**config.mk**
```make
export PLATFORM = sky130hd
export DESIGN_NAME = battery_mode_power_sequencer
export DESIGN_NICKNAME = d
export VERILOG_FILES = /design/src/hw/battery_mode_power_sequencer.v
export VERILOG_INCLUDE_DIRS = /design/src /design/src/hw
export SDC_FILE = /design/constraint.sdc
export NUM_CORES = 1
export LEC_CHECK = 0
export ABC_AREA = 1
export BUFFER_PORTS_ARGS = -buffer_cell sky130_fd_sc_hd__buf_2
export CAP_MARGIN = 30
export CORE_MARGIN = 3
export CORE_UTILIZATION = 61
export CTS_BUF_LIST = sky130_fd_sc_hd__clkbuf_8
export CTS_CLUSTER_SIZE = 28
export DETAILED_ROUTE_END_ITERATION = 8
export GPL_ROUTABILITY_DRIVEN = 0
export GPL_TIMING_DRIVEN = 1
export PLACE_DENSITY = 0.84
export RECOVER_POWER = 50
export REMOVE_ABC_BUFFERS = 1
export SYNTH_ARGS = -nofsm -noshare
export SYNTH_HDL_FRONTEND = slang
export SYNTH_SLANG_ARGS = --single-unit
```
**constraint.sdc**
```tcl
create_clock -name sys_clk_in -period 4 [get_ports sys_clk_in]
set_input_delay 0.8 -clock sys_clk_in [delete_from_list [all_inputs] [get_ports sys_clk_in]]
set_output_delay 0.8 -clock sys_clk_in [all_outputs]
set_load 0.05 [all_outputs]
```
**src/hw/power_seq_defs.vh**
```
// Purpose: Constants for the battery mode power sequencer.
// Assumes: One 10 MHz clock, slow tick arrives as a slow clock whose rising edge is used.
// Notes: The SFR offset, supply codes and tick counts live here; mode codes and synchroniser bits stay in the module.
`ifndef POWER_SEQ_DEFS_VH
`define POWER_SEQ_DEFS_VH
`define SUPPLY_STATE_ADDR     8'hF9
`define CODE_POWER_GOOD       3'h0
`define CODE_POWER_LOW        3'h1
`define CODE_BATT_CORE_GOOD   3'h2
`define CODE_BATT_CORE_MARGIN 3'h3
`define CODE_BATT_CORE_FAIL   3'h5
`define BOOST_SELECT_ON       2'h2
`define FAIL_RESET_TICKS      3'h4
`define BLINK_HALF_TICKS      16'h4000
`endif

```
**src/hw/battery_mode_power_sequencer.v**
```verilog
// Purpose: Mode controller for mission and three battery modes.
// Assumes: Comparators, wake pins and slow tick are asynchronous; rest on sys_clk_in.
// Notes: Supply code read over a simple SFR read port.
`timescale 1ns/1ps
`default_nettype none
`include "power_seq_defs.vh"
module battery_mode_power_sequencer (
  input  wire       sys_clk_in,
  input  wire       reset_in,
  input  wire       sys_above_hi_in,
  input  wire       sys_above_lo_in,
  input  wire       core_above_mid_in,
  input  wire       core_above_min_in,
  input  wire       wake_timer_in,
  input  wire       pushbutton_in,
  input  wire       seg_wake_in,
  input  wire       serial_rx_in,
  input  wire       slow_tick_clock_in,
  input  wire       sleep_set_in,
  input  wire       display_only_request_in,
  input  wire [1:0] display_boost_select_in,
  input  wire [7:0] sfr_addr_in,
  input  wire       sfr_rd_in,
  input  wire       blink_enable_a_in,
  input  wire       blink_enable_b_in,
  input  wire       segment_a_data_in,
  input  wire       segment_b_data_in,
  input  wire       segment_drive_in,
  output reg  [7:0] sfr_rdata_out,
  output reg  [3:0] mode_out,
  output reg        on_battery_out,
  output reg        battery_irq_out,
  output reg        pll_enable_out,
  output reg        digital_supply_rail_out,
  output reg        segment_drive_out,
  output reg        blink_segment_pin_a_out,
  output reg        blink_segment_pin_b_out,
  output reg        processor_reset_out,
  output reg        wake_out,
  output reg        config_reset_out,
  output reg        flash_write_block_out,
  output reg        converter_clock_enable_out,
  output reg        low_core_supply_wake_flag_out
);
  localparam [3:0] ST_MISSION  = 4'b0001;
  localparam [3:0] ST_BROWNOUT = 4'b0010;
  localparam [3:0] ST_DISPLAY  = 4'b0100;
  localparam [3:0] ST_SLEEP    = 4'b1000;

  // Synchroniser bit positions
  localparam integer SYNC_SYS_HI   = 0;
  localparam integer SYNC_SYS_LO   = 1;
  localparam integer SYNC_CORE_MID = 2;
  localparam integer SYNC_CORE_MIN = 3;
  localparam integer SYNC_TIMER    = 4;
  localparam integer SYNC_BUTTON   = 5;
  localparam integer SYNC_SEG      = 6;
  localparam integer SYNC_RX       = 7;
  localparam integer SYNC_TICK     = 8;
  // Comparators idle high: no false battery switch after reset
  localparam [8:0]   SYNC_IDLE     = 9'h00F;

  // Sleep and display-only both leave the processor dormant
  function is_dormant;
    input [3:0] st;
    begin
      is_dormant = st == ST_SLEEP || st == ST_DISPLAY;
    end
  endfunction

  // Blank a blink pin during the off half of the period
  function blink_level;
    input data;
    input enable;
    input in_disp;
    input phase;
    begin
      blink_level = data & ~(in_disp & enable & phase);
    end
  endfunction

  reg [8:0] sync1_reg;
  reg [8:0] sync2_reg;
  always @(posedge sys_clk_in) begin
    if (reset_in) begin
      sync1_reg <= SYNC_IDLE;
      sync2_reg <= SYNC_IDLE;
    end else begin
      sync1_reg <= {slow_tick_clock_in, serial_rx_in, seg_wake_in,
                    pushbutton_in, wake_timer_in, core_above_min_in,
                    core_above_mid_in, sys_above_lo_in, sys_above_hi_in};
      sync2_reg <= sync1_reg;
    end
  end
  wire sys_hi      = sync2_reg[SYNC_SYS_HI];
  wire sys_lo      = sync2_reg[SYNC_SYS_LO];
  wire core_mid    = sync2_reg[SYNC_CORE_MID];
  wire core_min    = sync2_reg[SYNC_CORE_MIN];
  wire timer_wake  = sync2_reg[SYNC_TIMER];
  wire button_wake = sync2_reg[SYNC_BUTTON];
  wire seg_level   = sync2_reg[SYNC_SEG];
  wire rx_level    = sync2_reg[SYNC_RX];
  wire tick        = sync2_reg[SYNC_TICK];

  reg [8:4] prev_reg;
  reg       tick_q_reg;
  always @(posedge sys_clk_in) begin
    if (reset_in) begin
      prev_reg <= 5'h00;
      tick_q_reg <= 1'b0;
    end else begin
      prev_reg <= sync2_reg[8:4];
      tick_q_reg <= tick;
    end
  end
  wire tick_rise = tick & ~tick_q_reg;
  wire seg_rise  = seg_level & ~prev_reg[SYNC_SEG];
  wire rx_edge   = rx_level ^ prev_reg[SYNC_RX];
  // timer, button, segment rise, serial activity
  wire wake_event = timer_wake | button_wake | seg_rise | rx_edge;

  reg [2:0] code_next;
  always @* begin
    if (sys_hi)
      code_next = `CODE_POWER_GOOD;
    else if (sys_lo)
      code_next = `CODE_POWER_LOW;
    else if (core_mid)
      code_next = `CODE_BATT_CORE_GOOD;
    else if (core_min)
      code_next = `CODE_BATT_CORE_MARGIN;
    else
      code_next = `CODE_BATT_CORE_FAIL;
  end

  reg [3:0] state_reg;
  reg [3:0] state_next;
  reg [2:0] code_reg;
  reg [2:0] fail_cnt_reg;
  reg       hold_reg;
  reg       bad_seen_reg;
  reg       rewake_reg;
  reg [15:0] blink_cnt_reg;
  reg        blink_phase_reg;

  wire power_present = sys_lo;
  wire fail_reset = fail_cnt_reg == `FAIL_RESET_TICKS;

  always @* begin
    state_next = state_reg;
    case (state_reg)
      ST_MISSION: begin
        if (display_only_request_in)
          state_next = ST_DISPLAY;
        else if (sleep_set_in)
          state_next = ST_SLEEP;
        else if (!power_present)
          state_next = ST_BROWNOUT;
      end
      ST_BROWNOUT: begin
        if (power_present)
          state_next = ST_MISSION;
        else if (display_only_request_in)
          state_next = ST_DISPLAY;
        else if (sleep_set_in)
          state_next = ST_SLEEP;
      end
      ST_DISPLAY: begin
        if (power_present)
          state_next = ST_MISSION;
        else if (wake_event)
          state_next = ST_BROWNOUT;
      end
      ST_SLEEP: begin
        // exit only on power or wake
        if (power_present)
          state_next = ST_MISSION;
        else if (wake_event)
          state_next = ST_BROWNOUT;
      end
      default: state_next = ST_MISSION;
    endcase
  end

  always @(posedge sys_clk_in) begin
    if (reset_in) begin
      state_reg <= ST_MISSION;
      code_reg <= `CODE_POWER_GOOD;
      fail_cnt_reg <= 3'h0;
      hold_reg <= 1'b0;
      bad_seen_reg <= 1'b0;
      rewake_reg <= 1'b0;
      blink_cnt_reg <= 16'h0000;
      blink_phase_reg <= 1'b0;
    end else begin
      state_reg <= state_next;
      code_reg <= code_next;
      rewake_reg <= is_dormant(state_reg) && state_next != state_reg;
      if (code_next != `CODE_BATT_CORE_FAIL || state_reg != ST_BROWNOUT ||
          sleep_set_in)
        fail_cnt_reg <= 3'h0;
      else if (tick_rise && !fail_reset)
        fail_cnt_reg <= fail_cnt_reg + 3'h1;
      // hold reset until core supply recovers
      if (power_present || core_min)
        hold_reg <= 1'b0;
      else if (fail_reset ||
               (is_dormant(state_reg) && state_next == ST_BROWNOUT))
        hold_reg <= 1'b1;
      if (hold_reg)
        bad_seen_reg <= 1'b1;
      else if (!hold_reg && wake_out)
        bad_seen_reg <= 1'b0;
      if (state_reg != ST_DISPLAY) begin
        blink_cnt_reg <= 16'h0000;
        blink_phase_reg <= 1'b0;
      end else if (tick_rise) begin
        if (blink_cnt_reg == `BLINK_HALF_TICKS - 16'h0001) begin
          blink_cnt_reg <= 16'h0000;
          blink_phase_reg <= ~blink_phase_reg;
        end else begin
          blink_cnt_reg <= blink_cnt_reg + 16'h0001;
        end
      end
    end
  end

  wire in_display = state_next == ST_DISPLAY;
  wire asleep     = is_dormant(state_next);
  wire wake_now   = !asleep && !hold_reg;

  always @(posedge sys_clk_in) begin
    if (reset_in) begin
      sfr_rdata_out <= 8'h00;
    end else begin
      if (sfr_rd_in && sfr_addr_in == `SUPPLY_STATE_ADDR)
        sfr_rdata_out <= {5'h00, code_reg};
      else
        sfr_rdata_out <= 8'h00;
    end
  end

  // Mode, supply source and supply-driven blocking
  always @(posedge sys_clk_in) begin
    if (reset_in) begin
      mode_out <= ST_MISSION;
      on_battery_out <= 1'b0;
      battery_irq_out <= 1'b0;
      converter_clock_enable_out <= 1'b1;
      flash_write_block_out <= 1'b0;
    end else begin
      mode_out <= state_next;
      on_battery_out <= !power_present;
      battery_irq_out <= on_battery_out == 1'b0 && !power_present;
      converter_clock_enable_out <= power_present;
      flash_write_block_out <= code_reg == `CODE_BATT_CORE_MARGIN;
    end
  end

  // Clock and rail gating per mode
  always @(posedge sys_clk_in) begin
    if (reset_in) begin
      pll_enable_out <= 1'b1;
      digital_supply_rail_out <= 1'b1;
      segment_drive_out <= 1'b0;
    end else begin
      if (in_display)
        pll_enable_out <= display_boost_select_in == `BOOST_SELECT_ON;
      else
        pll_enable_out <= state_next != ST_SLEEP;
      digital_supply_rail_out <= !asleep;
      segment_drive_out <= segment_drive_in && state_next != ST_SLEEP;
    end
  end

  always @(posedge sys_clk_in) begin
    if (reset_in) begin
      blink_segment_pin_a_out <= 1'b0;
      blink_segment_pin_b_out <= 1'b0;
    end else begin
      blink_segment_pin_a_out <= blink_level(segment_a_data_in,
                                             blink_enable_a_in,
                                             in_display, blink_phase_reg);
      blink_segment_pin_b_out <= blink_level(segment_b_data_in,
                                             blink_enable_b_in,
                                             in_display, blink_phase_reg);
    end
  end

  // Processor reset and wake
  always @(posedge sys_clk_in) begin
    if (reset_in) begin
      processor_reset_out <= 1'b0;
      wake_out <= 1'b1;
      config_reset_out <= 1'b0;
    end else begin
      processor_reset_out <= !wake_now || fail_reset;
      wake_out <= wake_now && !fail_reset;
      // restart and config reset after dormancy
      config_reset_out <= rewake_reg;
    end
  end

  // flag on recovery, cleared when wake falls except through fail_reset
  always @(posedge sys_clk_in) begin
    if (reset_in) begin
      low_core_supply_wake_flag_out <= 1'b0;
    end else begin
      if (bad_seen_reg && !hold_reg && wake_now)
        low_core_supply_wake_flag_out <= 1'b1;
      else if (wake_out && !wake_now)
        low_core_supply_wake_flag_out <= 1'b0;
    end
  end
endmodule
`default_nettype wire

```
==> run summary <==
=====================================================================================================
Max-Slew Margin vs Limit                                                                        16.8%
Data required, critical path                                                                  4.23 ns
Antenna cells                                                                                       0
Startpoint class of the critical path                                                       input pin
Largest register FFs                                                                               16
Htree depth                                                                                         3
Vias in the first global route                                                                  2,077
Mean post-synth cell area                                                                   7.92 um^2
GR Overflow Total                                                                                   0
Post-route clock period utilization                                                             53.7%
CTS Hold Bufs                                                                                       0
Die Wd                                                                                        72.9 um
Overall routing resource usage                                                                  21.2%
Min cycle time layout                                                                         2.15 ns
Buffers added on ports                                                                             48
Yosys synthesis warning count                                                                       0
Synth cell types                                                                                   35
Maximum number of pins on one net before global-route repair                                       35
CTS clock-pin slew for the worst setup and hold paths                                         0.07 ns
Vias per inst                                                                                    4.85
Antenna violations before repair                                                                    0
Delay of the slowest cell on the worst path                                                   0.89 ns
Initial core utilization                                                                        65.5%
Quantity of gates resized following cts                                                             0
Standby leakage power                                                                         1.45 nW
Area fraction in and, or, nand and nor cells after synthesis                                    31.0%
Vias after detailed routing                                                                     2,202
Syn Inst Count                                                                                    345
Total number of nets in the final design                                                          431
Total of max-cap violations                                                                         0
First-pass GRT wire length                                                                    8650 um
Post-synthesis share of cell area spent on full adders, half adders and majority gates          1.37%
Logic depth of the worst register-to-register path                                                 10
Transition time of the tightest slew-check pin                                                1.25 ns
Ordered cell list for the critical path                                                  clkbuf_1 -> nor2_1 -> nand2_1 -> inv_2 -> nand2_1 -> nor2_1
Post-synthesis share of cell area spent on xor and xnor gates                                   1.92%
Start point of the critical path                                                             reset_in
WP data arrival                                                                               2.38 ns
Count of TritonRoute iterations in the first routing pass                                           4
Worst reg2reg path startpoint                                                            blink_cnt_reg[0]
Average detailed-routed wire length per instance                                              11.3 um
Die area                                                                                 0.00532 mm^2
Master cell of the clock root buffer                                                         clkbuf_8
Final-report hold violation count                                                                   0
Area inside the core boundary                                                            0.00417 mm^2
Fraction of the yosys area taken by sequential cells                                            49.1%
Post-route setup TNS                                                                             0 ns
Final count of pins violating max slew                                                              0
Type of destination of the critical path                                                     register
Type of the worst setup path                                                                   in2reg
Fin Clk Skew                                                                               0.00589 ns
CTS tree                                                                                          yes
Maximum count of clock buffers along a single path                                                  2
Number of design-rule violations left by the first detailed-router iteration                       94
Unrepaired setup endpoints after global routing                                                    no
Layout overhead on the synthesized area                                                         17.4%
Number of rows created at floorplan                                                                23
Run status                                                                               finished clean
Hold Path Class                                                                               reg2reg
Compound-gate portion of the synthesized area                                                   6.36%
Max FO, Critical Path                                                                              34
Sinks on Clock Net                                                                                 67
Synthesized cell area                                                                    0.00273 mm^2
Areal power density over the cells                                                        468 mW/mm^2
CTS Buf Count                                                                                       9
Maximum clock rate                                                                            466 MHz
Critical Path Slowest Stage Cell                                                             clkbuf_1
Combinational family with the most area after synthesis                                  simple AND/OR/NAND/NOR gates
HP Start                                                                                 sync1_reg[6]
Buffer count from post-CTS setup fixing                                                             0
Multiplexer fraction of the synthesized cell area                                                  0%
IR Drop Worst-Case VDD                                                                     0.000374 V
Total wirelength of the detailed-routed design                                                5140 um
Hold depth                                                                                          2
Clock latency reported for the late side of the worst-skew pair                               0.33 ns
Share of the core filled with cells                                                             76.9%
Yosys reg bits                                                                                     67
Total setup violations reported at the end of the flow                                              0
Power consumption                                                                             1.50 mW
Floorplan die height                                                                          72.9 um
Number of DRC violations after detailed routing                                                     0
Number of top-level pins                                                                           54
Post-DRT Antenna Nets                                                                               0
Detailed-placement wirelength estimate                                                        3590 um
Fraction of layout cells with a size suffix above 1                                             25.5%
=====================================================================================================
## final timing paths
check,endpoint,slack (ns)
worst max register to register,blink_cnt_reg[13],2.42
worst min register to register,sync2_reg[6],0.40
worst min-delay path,sync2_reg[6],0.40
worst max-delay path,blink_cnt_reg[13],1.85
## worst max-delay path: cells and delay by family
family	cells	cell delay, ns
buffers and inverters	2	0.96
and+or+nand+nor	4	0.59
## logic make-up after synthesis
logic type	Yosys count
simple gates	170
buf+inv	68
flops	67
compound gates	30
xor+xnor	6
fa+ha+maj	3
other cells	1
## metal layers
metal / routed length [um] / up-vias / track usage [%] / part of all wire (%)
li1: - / 1167 / - / -
met1: 2240 / 975 / 24.4 / 44
met2: 2530 / 52 / 36.5 / 49
met3: 285 / 8 / 6.34 / 5.5
met4: 85 / 0 / 9.02 / 1.7
met5: 0 / - / 0 / 0
## report_power, final
group / leakage [nW] / total (mW) / internal, mW / switching (mW)
clock: 0.117 / 0.623 / 0.382 / 0.241
sequential: 0.547 / 0.703 / 0.692 / 0.0115
combinational: 0.785 / 0.175 / 0.0468 / 0.129
total: 1.45 / 1.50 / 1.12 / 0.381
## cell type report
type	count	area [um^2]
Clock buffer	11	151
Timing Repair Buffer	48	239
Sequential cell	67	1340
Multi-Input combinational cell	214	1120
Clock inverter	5	76.3
Inverter	59	223
Fill cell	314	963
Tap cell	50	62.6
## stage by stage
stage          hold WS [ns]  setup WS [ns]  cells  cell area, um^2
6_report              0.402           1.85    454             3210
2_1_floorplan         0.388           2.39    340             2690
3_3_place_gp          0.390           2.05    438             3000
5_1_grt               0.414           1.62    454             3210
4_1_cts               0.404           2.10    454             3220
3_5_place_dp          0.393           1.99    438             3000
## layout by cell type, fill, tap and decap left out, drive strengths merged
cell type and n:
nand2 68, dfxtp 67, nor2 60, inv 59
buf 47, nand3 20, a21oi 14, clkbuf 12
o21ai 8, or2 8, xor2 5, conb 5
nor3 5, a31oi 4, nand4 4, ha 3
a211oi 2, clkinv 2, bufinv 2, nor4 2
o2111ai 1, o211ai 1, or4 1, nand3b 1
nor3b 1, xnor2 1, clkinvlp 1
## Yosys cell counts (all sizes together)
cell      n  area [um^2]
clkinv    1         5.00
nand3    20          130
nor3      5         36.3
nand3b    1         7.51
nor4      2         27.5
a211oi    2         15.0
dfxtp    67         1340
xor2      5         43.8
o211ai    1         7.51
buf       8         50.1
ha        3         37.5
o2111ai   1         8.76
nor3b     1         7.51
conb      1         3.75
or4       1         7.51
nor2     60          273
a21oi    14         77.6
inv      58          218
xnor2     1         8.76
nand2    68          283
or2       8         50.1
a31oi     4         25.0
o21ai     8         40.0
clkbuf    1         3.75
nand4     4         25.0
Note: power is estimated with default switching activity, not from simulation.
